<file path="config.mk">
export PLATFORM = sky130hd
export DESIGN_NAME = step_attenuator_control
export DESIGN_NICKNAME = d
export VERILOG_FILES = /design/src/hdl/atten_pkg.sv /design/src/hdl/step_attenuator_control.sv /design/src/hdl/pin_sync.sv /design/src/hdl/serial_shift.sv
export SDC_FILE = /design/constraint.sdc
export NUM_CORES = 1
export LEC_CHECK = 0
export ABC_AREA = 1
export ABC_CLOCK_PERIOD_IN_PS = 2980
export BUFFER_PORTS_ARGS = -buffer_cell sky130_fd_sc_hd__buf_2
export CAP_MARGIN = 20
export CELL_PAD_IN_SITES_DETAIL_PLACEMENT = 1
export CELL_PAD_IN_SITES_GLOBAL_PLACEMENT = 1
export CORE_MARGIN = 1
export CORE_UTILIZATION = 39
export DETAILED_ROUTE_END_ITERATION = 7
export GPL_ROUTABILITY_DRIVEN = 0
export PLACE_DENSITY_LB_ADDON = 0.1
export SKIP_LAST_GASP = 1
export SYNTH_ARGS = -nofsm -noshare
export SYNTH_HDL_FRONTEND = slang
export SYNTH_SLANG_ARGS = --single-unit
</file>
<file path="constraint.sdc">
create_clock -name mclk -period 2.98 [get_ports mclk]
set_clock_uncertainty 0.05 [all_clocks]
set_input_delay 0.149 -clock mclk [delete_from_list [all_inputs] [get_ports mclk]]
set_output_delay 0.149 -clock mclk [all_outputs]
set_load 0.02 [all_outputs]
</file>
<file path="src/hdl/atten_pkg.sv">
// shared constants and types for the step attenuator control
package atten_pkg;

  // attenuation word, half decibel per step
  localparam int WORD_W = 6;
  localparam int STEP_MILLI_DB = 500;
  localparam logic [5:0] MAX_ATTEN_WORD = 6'h3f;
  localparam logic [5:0] REF_ATTEN_WORD = 6'h00;

  // weight positions inside the word, msb first on the serial line
  localparam int W16_POS = 5;
  localparam int W8_POS = 4;
  localparam int W4_POS = 3;
  localparam int W2_POS = 2;
  localparam int W1_POS = 1;
  localparam int WHALF_POS = 0;
  localparam int SERIAL_WORD_MSB = W16_POS;
  localparam int SERIAL_WORD_LSB = WHALF_POS;
  localparam logic [2:0] SHIFT_BITS = 3'h6;

  // pin synchroniser and start-up settling
  localparam int PIN_W = 10;
  localparam logic [1:0] BOOT_WAIT_CYCLES = 2'h3;

  // apb register map (byte addresses)
  localparam int ADDR_W = 8;
  localparam logic [7:0] CTRL_OFF = 8'h00;
  localparam logic [7:0] SOFT_OFF = 8'h04;
  localparam logic [7:0] STATUS_OFF = 8'h08;
  localparam logic [7:0] HOLD_OFF = 8'h0c;

  // field positions and reset values
  localparam int CTRL_LOCK_BIT = 0;
  localparam logic CTRL_LOCK_RESET = 1'h0;
  localparam int STAT_MODE_BIT = 8;
  localparam int STAT_STROBE_BIT = 9;
  localparam int STAT_BOOT_BIT = 10;
  localparam int STAT_RUN_BIT = 11;
  localparam int STAT_CNT_LSB = 12;

  // control pins as one bundle, same order as the synchroniser
  typedef struct packed {
    logic strobe;
    logic select;
    logic sclk;
    logic sdata;
    logic [5:0] weights;
  } pins_t;

  typedef enum logic [1:0] {
    BOOT_WAIT = 2'b00,
    BOOT_TAKE = 2'b01,
    RUN = 2'b10
  } boot_state_t;

endpackage

</file>
<file path="src/hdl/step_attenuator_control.sv">
// step attenuator control core: pin capture, start-up, load paths, apb registers
//
// The register addresses and register access over APB were decided locally.
`timescale 1ns/10ps
`default_nettype none
// Notes on behaviour
// - six-bit attenuation word, half decibel per step, zero to thirty-one and a half.
// - after power-up the word is maximum attenuation unless a start-up word is given.
// - word loads by serial shift, strobed parallel capture, or transparent parallel.
// - with strobe held high in parallel mode, word follows the weight pins.
// - select pin high means serial mode, low means parallel mode.
// - serial words reach the state only on strobe rising edge; parallel words load while strobe is high.
// - bits weigh 16, 8, 4, 2, 1, 0.5 dB msb to lsb; all clear is reference.
// - strobe low at power-up makes the start-up word the weight pins.
module step_attenuator_control
  import atten_pkg::*;
(
  // system
  input wire logic mclk,
  input wire logic rst_n,
  // control pins
  input wire logic update_strobe,
  input wire logic interface_select,
  input wire logic serial_clk,
  input wire logic serial_data,
  input wire logic weight_16db_bit,
  input wire logic weight_8db_bit,
  input wire logic weight_4db_bit,
  input wire logic weight_2db_bit,
  input wire logic weight_1db_bit,
  input wire logic weight_half_db_bit,
  // apb slave
  input wire logic psel,
  input wire logic penable,
  input wire logic pwrite,
  input wire logic [7:0] paddr,
  input wire logic [31:0] pwdata,
  output logic [31:0] prdata,
  output logic pready,
  output logic pslverr,
  // attenuator drive
  output logic [5:0] atten_state
);

  ////////////////////////////////////////////////////////////////////////////
  // pin capture

  pins_t pins_raw;
  pins_t pins_s;
  logic [PIN_W-1:0] pins_sync_bus;

  assign pins_raw.strobe = update_strobe;
  assign pins_raw.select = interface_select;
  assign pins_raw.sclk = serial_clk;
  assign pins_raw.sdata = serial_data;
  assign pins_raw.weights[W16_POS] = weight_16db_bit;
  assign pins_raw.weights[W8_POS] = weight_8db_bit;
  assign pins_raw.weights[W4_POS] = weight_4db_bit;
  assign pins_raw.weights[W2_POS] = weight_2db_bit;
  assign pins_raw.weights[W1_POS] = weight_1db_bit;
  assign pins_raw.weights[WHALF_POS] = weight_half_db_bit;

  pin_sync #(
    .W(PIN_W)
  ) i_pin_sync (
    .mclk(mclk),
    .rst_n(rst_n),
    .din(pins_raw),
    .dout(pins_sync_bus)
  );

  assign pins_s = pins_sync_bus;

  ////////////////////////////////////////////////////////////////////////////
  // start-up sequencing

  boot_state_t state_ff;
  boot_state_t nxt_state;
  logic [1:0] boot_cnt_ff;
  logic [1:0] nxt_boot_cnt;
  logic boot_pins_ff;
  logic nxt_boot_pins;
  logic running;

  // pins are only trusted once the synchroniser holds real samples
  always_comb begin
    nxt_state = state_ff;
    nxt_boot_cnt = boot_cnt_ff;
    nxt_boot_pins = boot_pins_ff;
    unique case (state_ff)
      BOOT_WAIT: begin
        nxt_boot_cnt = boot_cnt_ff + 2'h1;
        if (boot_cnt_ff == BOOT_WAIT_CYCLES) begin
          nxt_state = BOOT_TAKE;
        end
      end
      BOOT_TAKE: begin
        nxt_state = RUN;
        nxt_boot_pins = ~pins_s.strobe;
      end
      RUN: begin
        nxt_state = RUN;
      end
      default: begin
        nxt_state = BOOT_WAIT;
        nxt_boot_cnt = 2'h0;
      end
    endcase
  end

  always_ff @(posedge mclk or negedge rst_n) begin
    if (!rst_n) begin
      state_ff <= BOOT_WAIT;
      boot_cnt_ff <= 2'h0;
      boot_pins_ff <= 1'b0;
    end else begin
      state_ff <= nxt_state;
      boot_cnt_ff <= nxt_boot_cnt;
      boot_pins_ff <= nxt_boot_pins;
    end
  end

  assign running = (state_ff == RUN);

  ////////////////////////////////////////////////////////////////////////////
  // mode and strobe edge

  logic serial_mode;
  logic strobe_d_ff;
  logic strobe_rise;
  logic [5:0] hold_word;
  logic [2:0] bit_cnt;

  assign serial_mode = pins_s.select;
  assign strobe_rise = running & pins_s.strobe & ~strobe_d_ff;

  always_ff @(posedge mclk or negedge rst_n) begin
    if (!rst_n) begin
      strobe_d_ff <= 1'b0;
    end else begin
      strobe_d_ff <= pins_s.strobe;
    end
  end

  serial_shift i_serial_shift (
    .mclk(mclk),
    .rst_n(rst_n),
    .sclk_s(pins_s.sclk),
    .sdata_s(pins_s.sdata),
    .shift_en(running & serial_mode),
    .clear_cnt(strobe_rise),
    .hold_ff(hold_word),
    .cnt_ff(bit_cnt)
  );

  ////////////////////////////////////////////////////////////////////////////
  // apb slave

  logic lock_ff;
  logic nxt_lock;
  logic [31:0] prdata_ff;
  logic [31:0] nxt_prdata;
  logic pslverr_ff;
  logic nxt_pslverr;
  logic setup_ph;
  logic wr_en;
  logic soft_wr;
  logic [31:0] status_word;

  // one decode serves read mux, write strobes and the error answer
  function automatic logic hit(input logic [7:0] a, input logic [7:0] off);
    return (a == off);
  endfunction

  function automatic logic mapped(input logic [7:0] a);
    return hit(a, CTRL_OFF) | hit(a, SOFT_OFF) | hit(a, STATUS_OFF) | hit(a, HOLD_OFF);
  endfunction

  assign setup_ph = psel & ~penable;
  assign pready = 1'b1;
  assign wr_en = psel & penable & pwrite & pready;
  assign soft_wr = wr_en & hit(paddr, SOFT_OFF);
  assign nxt_lock = (wr_en & hit(paddr, CTRL_OFF)) ? pwdata[CTRL_LOCK_BIT] : lock_ff;

  assign status_word = {17'h0, bit_cnt, running, boot_pins_ff, pins_s.strobe,
                        serial_mode, 2'h0, atten_state};

  assign nxt_prdata = !setup_ph ? prdata_ff :
                      (pwrite ? 32'h0 :
                      (hit(paddr, CTRL_OFF) ? {31'h0, lock_ff} :
                      (hit(paddr, SOFT_OFF) ? {26'h0, atten_state} :
                      (hit(paddr, STATUS_OFF) ? status_word :
                      (hit(paddr, HOLD_OFF) ? {26'h0, hold_word} : 32'h0)))));
  assign nxt_pslverr = setup_ph ? ~mapped(paddr) : pslverr_ff;

  always_ff @(posedge mclk or negedge rst_n) begin
    if (!rst_n) begin
      lock_ff <= CTRL_LOCK_RESET;
      prdata_ff <= 32'h0;
      pslverr_ff <= 1'b0;
    end else begin
      lock_ff <= nxt_lock;
      prdata_ff <= nxt_prdata;
      pslverr_ff <= nxt_pslverr;
    end
  end

  assign prdata = prdata_ff;
  assign pslverr = pslverr_ff & psel & penable;

  ////////////////////////////////////////////////////////////////////////////
  // active attenuation state

  logic [5:0] active_ff;
  logic [5:0] nxt_active;
  logic pin_serial_load;
  logic pin_parallel_load;
  logic [5:0] boot_word;

  // lock freezes pin loads only; software can still steer the word
  assign pin_serial_load = strobe_rise & serial_mode & ~lock_ff;
  assign pin_parallel_load = running & pins_s.strobe & ~serial_mode & ~lock_ff;
  assign boot_word = pins_s.strobe ? MAX_ATTEN_WORD : pins_s.weights;

  assign nxt_active = (state_ff == BOOT_TAKE) ? boot_word :
                      (!running ? active_ff :
                      (soft_wr ? pwdata[5:0] :
                      (pin_serial_load ? hold_word :
                      (pin_parallel_load ? pins_s.weights : active_ff))));

  always_ff @(posedge mclk or negedge rst_n) begin
    if (!rst_n) begin
      active_ff <= MAX_ATTEN_WORD;
    end else begin
      active_ff <= nxt_active;
    end
  end

  assign atten_state = active_ff;
endmodule
`default_nettype wire

</file>
<file path="src/hdl/pin_sync.sv">
// two-stage synchroniser for the asynchronous control pins
`timescale 1ns/10ps
`default_nettype none
module pin_sync
  import atten_pkg::*;
#(
  parameter int W = PIN_W
) (
  // system
  input wire logic mclk,
  input wire logic rst_n,
  // pins in, synchronised out
  input wire logic [W-1:0] din,
  output logic [W-1:0] dout
);

  logic [W-1:0] meta_ff;
  logic [W-1:0] sync_ff;

  // first stage feeds only the second stage
  for (genvar i = 0; i < W; i++) begin : g_bit
    always_ff @(posedge mclk or negedge rst_n) begin
      if (!rst_n) begin
        meta_ff[i] <= 1'b0;
        sync_ff[i] <= 1'b0;
      end else begin
        meta_ff[i] <= din[i];
        sync_ff[i] <= meta_ff[i];
      end
    end
  end

  assign dout = sync_ff;

endmodule
`default_nettype wire

</file>
<file path="src/hdl/serial_shift.sv">
// serial holding register, shifted on rising edges of the link clock
`timescale 1ns/10ps
`default_nettype none
module serial_shift
  import atten_pkg::*;
(
  // system
  input wire logic mclk,
  input wire logic rst_n,
  // synchronised link and control
  input wire logic sclk_s,
  input wire logic sdata_s,
  input wire logic shift_en,
  input wire logic clear_cnt,
  // holding word and bit count
  output logic [5:0] hold_ff,
  output logic [2:0] cnt_ff
);

  logic sclk_d_ff;
  logic sclk_rise;
  logic [5:0] nxt_hold;
  logic [2:0] nxt_cnt;

  // edge found from stage two onward only
  assign sclk_rise = sclk_s & ~sclk_d_ff & shift_en;
  assign nxt_hold = sclk_rise ? {hold_ff[4:0], sdata_s} : hold_ff;
  assign nxt_cnt = sclk_rise ? ((cnt_ff == SHIFT_BITS) ? SHIFT_BITS : cnt_ff + 3'h1) :
                   (clear_cnt ? 3'h0 : cnt_ff);

  always_ff @(posedge mclk or negedge rst_n) begin
    if (!rst_n) begin
      sclk_d_ff <= 1'b0;
      hold_ff <= MAX_ATTEN_WORD;
      cnt_ff <= 3'h0;
    end else begin
      sclk_d_ff <= sclk_s;
      hold_ff <= nxt_hold;
      cnt_ff <= nxt_cnt;
    end
  end
endmodule
`default_nettype wire

</file>
==> impl_metrics.yaml, run 1 <==
logic_synthesis:
  synth_area_leaders: "dfrtp_1 41%, nand2_1 15%, dfstp_2 12%"
  ys_top_cells_by_count: "107 x nand2_1, 45 x dfrtp_1, 30 x nand3_1"
  synth_warnings: 0
  async_flop_share: 1.00
  synth_area_leader_cell: "dfrtp_1"
  synth-edff-count: 0
  syn_inst: 322
  syn_avg_cell_area_um2: 8.47
  synth-seq-cells: 57
  ys_seq_area_frac: 0.528
  synth_cell_types: 24
  syn-cell-area_mm2: 0.00273
  synth_top_area_frac: 0.413
  yosysMostFrequentCell: "nand2_1"
  ys.flop_type: "dfrtp_1"
finish:
  num-nets-final: 450
  fin_util: 0.484
  fin_area_mm2: 0.00327
  drive_above_1_share: 0.246
  stdcell_count: 474
  areaGrowthSynthToFinish_pct: 19.9
  diodes: 0
timing:
  setup_viol: 0
  rsz0062_at_grt: "false"
  timing.final.ws_setup_ns: 1.21
  fmaxAchievable_ghz: 0.564
  fin_tns_setup_ns: 0
  hold_viol_final: 0
  slew_violations: 0
  min_period_ns: 1.77
  hold_ws_ns: 0.0617
  min_period_over_period: 0.594
  max_slew_margin: 0.412
  worst_slew_pin_slew_ns: 0.882
clock_network:
  htree_num_levels: 3
  cts-root-buf: "clkbuf_8"
  cts_resized: 0
  clock_path_buffers: 2
  insertion_delay_ns: 0.33
  clock-sinks: 57
  numCtsBuffers: 9
  tritoncts: "done"
  clkTransAtPathRegs_ns: 0.07
global_route:
  grt_use_met2: 0.295
  grt_pass1_wl_mm: 10.3
  top_usage_layer: "met2"
  grt_max_degree: 40
  grtUsageMet1: 0.241
  grt_pass1_vias: 2117
  use_met3: 0.0568
  grt_overflow_total: 0
  antenna_found_initial: 0
  track_usage: 0.185
critical_path:
  crit_type: "flip-flop to flip-flop"
  reg2reg_depth: 11
  required_ns: 3.19
  critPathMaxFanout: 7
  cp.arrival_ns: 1.98
  start_kind: "flip-flop"
  cp-end-kind: "flip-flop"
route:
  drcViolationCount: 0
  wirelength_mm: 6.17
  wire_per_inst_um: 13.0
  drt-initial-drc-count: 90
  vias: 2196
  postRouteAntennaNets: 0
  via_per_inst: 4.63
  dr.pass1.iters: 4
pwr:
  p_leak_nw: 1.78
  p_per_area_mw_per_mm2: 534
  fin_total_pwr_mw: 1.75
  ir_worst_vdd_uv: 376
die:
  io_pins: 95
  initial_core_util: 0.404
  dieArea_mm2: 0.00733
  dieWidth_um: 85.6
  coreArea_mm2: 0.00676
  die_y_um: 85.6
  core.rowCount: 30
placement:
  dp_hpwl_mm: 4.61
  placedCellCount: 447
  placed_cell_area_mm2: 0.00298
  place_ws_ns: 1.21
  port_buffers: 48
flow_run:
  max_cap_violations: 0
outcome:
  status: "finished, final reports clean"
hold_path:
  min_path_type: "input port to flip-flop"
  hold_depth: 3
## sequential cells by signal, summed over array words and instances (netlist names), 2 cells and up
name,cells
i_serial_shift.hold_ff,6
atten_state,6
boot_cnt_ff,2
i_pin_sync.meta_ff,10
prdata,13
state_ff,2
i_pin_sync.dout,10
i_serial_shift.cnt_ff,3
## where the power goes
group          internal, mW  switching (mW)
combinational        0.0648           0.130
sequential            0.853          0.0477
clock                 0.342           0.309
total                  1.26           0.486
## placed cells by master, fill, tap and decap left out
cell / n
a21oi_1: 9
a31oi_1: 1
buf_2: 48
buf_4: 1
clkbuf_8: 11
clkinv_2: 3
clkinvlp_4: 2
conb_1: 20
dfrtp_1: 45
dfstp_2: 12
dlygate4sd3_1: 11
ha_1: 6
inv_1: 29
inv_2: 3
nand2_1: 107
nand2_2: 4
nand3_1: 30
nand3_2: 2
nand3_4: 1
nor2_1: 21
nor2_2: 8
nor2_4: 1
nor2_8: 1
nor3_1: 1
o21a_1: 1
o21ai_0: 15
o21ai_1: 1
## repair_timing
| item | 4_1_cts | 5_1_grt |
|---|---|---|
| hold buffers | 11 | 0 |
| buffers inserted | 0 | 0 |
| hold endpoints to repair | 37 | 0 |
## path summary, 6_finish.rpt
check                                      start                        end  slack, ns
max                                  state_ff[0]             atten_state[5]       1.21
min in group asynchronous                  rst_n                  prdata[4]       0.43
min                                    pwdata[0]                    lock_ff       0.06
min reg2reg                i_pin_sync.meta_ff[6]         i_pin_sync.dout[6]       0.29
max in group asynchronous                  rst_n  i_serial_shift.hold_ff[0]       1.61
max reg2reg                          state_ff[0]             atten_state[5]       1.21
## metal layers
| metal | share of wire | up-vias |
|---|---|---|
| li1 | - | 1100 |
| met1 | 0.47 | 1037 |
| met2 | 0.47 | 52 |
| met3 | 0.044 | 7 |
| met4 | 0.011 | 0 |
| met5 | 0 | - |
## worst max-delay path, stage by stage, from the launching register on
cell and delay [ns]:
dfrtp_1 0.40, inv_1 0.10, ha_1 0.20, nand2_1 0.09, nor2_2 0.23, nand2_1 0.20, nand2_1 0.11, nand2_1 0.05
nand2_1 0.06, nand3_1 0.07, nand2_1 0.08, nand2_1 0.05
## final cells by class
class                   count  area [um^2]
clock buffers              11          151
multi-input cells         229         1070
well taps                  80          100
repair buffers             60          358
clock inverters             5         30.0
flip-flops and latches     57         1440
inverters                  32          120
fillers                   852         3490
## cells by family after synthesis
logic type                 count (synthesis)  synth area share
DFF                                       57             0.528
and+or+nand+nor                          176             0.286
adders and majority gates                  6            0.0275
other                                      2           0.00275
AOI/OAI and AO/OA                         27            0.0509
buffers and inverters                     54             0.105
(Power assumes the default switching activity.)
==> run 2, diff against run 1 <==
--- a/config.mk
+++ b/config.mk
@@ -6,13 +6,13 @@
 export NUM_CORES = 1
 export LEC_CHECK = 0
 export ABC_AREA = 1
-export ABC_CLOCK_PERIOD_IN_PS = 2980
+export ABC_CLOCK_PERIOD_IN_PS = 1900
 export BUFFER_PORTS_ARGS = -buffer_cell sky130_fd_sc_hd__buf_2
 export CAP_MARGIN = 20
 export CELL_PAD_IN_SITES_DETAIL_PLACEMENT = 1
 export CELL_PAD_IN_SITES_GLOBAL_PLACEMENT = 1
 export CORE_MARGIN = 1
-export CORE_UTILIZATION = 39
+export CORE_UTILIZATION = 36
 export DETAILED_ROUTE_END_ITERATION = 7
 export GPL_ROUTABILITY_DRIVEN = 0
 export PLACE_DENSITY_LB_ADDON = 0.1
==> constraint.sdc (replaced) <==
create_clock -name mclk -period 1.9 [get_ports mclk]
set_clock_uncertainty 0.05 [all_clocks]
set_input_delay 0.095 -clock mclk [delete_from_list [all_inputs] [get_ports mclk]]
set_output_delay 0.095 -clock mclk [all_outputs]
set_load 0.02 [all_outputs]
==> impl_metrics.yaml, run 2 (synthesized netlist as in run 1, its figures left out) <==
outcome:
  status: "finished, final reports clean"
route:
  wl_met3_um: 238
  wire_per_inst_um: 12.7
  wirelength_mm: 6.28
  met1Wirelength_mm: 3.00
  dr.pass1.iters: 4
  via_per_inst: 4.48
  top_layer_used: "met4"
  postRouteAntennaNets: 0
  wl_met2_mm: 2.97
  vias: 2220
  drcViolationCount: 0
  drt-initial-drc-count: 51
timing:
  rsz0062_at_grt: "false"
  fin_tns_setup_ns: 0
  min_period_ns: 1.67
  fmaxAchievable_ghz: 0.600
  hold_viol_final: 0
  setup_viol: 0
  worst_slew_pin_slew_ns: 0.565
  slew_violations: 0
  min_period_over_period: 0.877
  max_slew_margin: 0.624
global_route:
  track_usage: 0.173
  grt_pass1_wl_mm: 10.1
  grt_max_degree: 34
  antenna_found_initial: 0
  grt_overflow_total: 0
  grt_pass1_vias: 2118
finish:
  areaGrowthSynthToFinish_pct: 23.8
  largest_reg_flops: 13
  fill_cells: 932
  layout_common_cells: "107 x nand2_1, 48 x buf_2, 45 x dfrtp_1"
  fin_area_mm2: 0.00338
  fin_util: 0.463
  num-nets-final: 453
  diodes: 0
  drive_above_1_share: 0.252
  final_common_cell: "nand2_1"
critical_path:
  r2r-start: "state_ff[0]"
  cp.arrival_ns: 1.89
  cp-end-kind: "flip-flop"
  startpoint: "state_ff[0]"
  path_delay_family: "simple AND/OR/NAND/NOR gates"
  required_ns: 2.12
  start_kind: "flip-flop"
  critical-path-slowest-cell: "dfrtp_1"
  critPathMaxFanout: 12
  critPathBufInv: 1
  crit_path_max_incr_delay_ns: 0.40
  cp_cell_sequence: "inv_1, ha_1, nand3_1, nor2_1, nor2_1, nand2_2, nand2_2, nor2_2, nand2_1, nand2_1"
  crit_type: "flip-flop to flip-flop"
clock_network:
  clkTransAtPathRegs_ns: 0.06
  numCtsBuffers: 9
  cts_resized: 0
  cts_setup_buffers: 0
  htree_num_levels: 3
  clock_path_buffers: 2
  clock-sinks: 57
  tritoncts: "done"
  insertion_delay_ns: 0.33
  holdBufCountCts: 11
  cts-root-buf: "clkbuf_8"
hold_path:
  min_path_type: "input port to flip-flop"
  hold_start: "pwdata[0]"
die:
  core.rowCount: 31
  io_pins: 95
  dieWidth_um: 89.0
  dieArea_mm2: 0.00793
  coreArea_mm2: 0.00729
  die_y_um: 89.0
  initial_core_util: 0.374
pwr:
  ir_worst_vdd_uv: 762
  p_per_area_mw_per_mm2: 896
  p_leak_nw: 1.82
placement:
  dp_hpwl_mm: 4.71
  placed_cell_area_mm2: 0.00304
  port_buffers: 48
flow_run:
  max_cap_violations: 0
[run 2: worst paths after layout]
kind,endpoint,slack [ns],depth (start not counted)
setup / recovery,atten_state[3],0.23,10
max in group asynchronous,i_serial_shift.hold_ff[4],0.92,3
hold reg to reg,i_pin_sync.dout[2],0.30,0
min in group asynchronous,strobe_d_ff,0.24,2
setup reg to reg,atten_state[3],0.23,10
hold / removal,lock_ff,0.02,3
[run 2: through the flow]
| step | hold WS [ns] | instances | worst slack [ns] | total power [mW] |
|---|---|---|---|---|
| 2_1_floorplan | -0.251 | 340 | 0.433 | 1.62 |
| 3_3_place_gp | 0.0691 | 469 | 0.259 | 1.72 |
| 3_5_place_dp | 0.0742 | 469 | 0.208 | 1.74 |
| 4_1_cts | 0.00416 | 496 | 0.183 | 3.07 |
| 5_1_grt | 0.0188 | 496 | 0.0534 | 3.18 |
| 6_report | 0.0189 | 496 | 0.235 | 3.02 |
[run 2: area by class of cell]
type	count	area [um^2]	area share
sequential	57	1440	0.427
clock buffer	11	151	0.0448
inverter	32	120	0.0356
tap	99	124	0.0367
multi-input combinational	229	1070	0.317
clock inverter	5	77.6	0.0230
timing repair buffer	63	393	0.116
[run 2: report_power, final]
group          total, mW  leakage [nW]  internal (mW)  switching [mW]
Combinational      0.312          1.02          0.107           0.205
Sequential          1.42         0.684           1.34          0.0775
Clock               1.30         0.115          0.805           0.492
[run 2: metal layers]
metal | GRT usage | vias to the layer above
met3 | 0.0452 | 7
met5 | 0 | -
met2 | 0.285 | 55
li1 | - | 1102
met4 | 0.0563 | 0
met1 | 0.224 | 1056
[run 2: tightest hold or removal path, stage by stage]
cell and delay, ns:
buf_2 0.12, nor2_1 0.05, a21oi_1 0.10
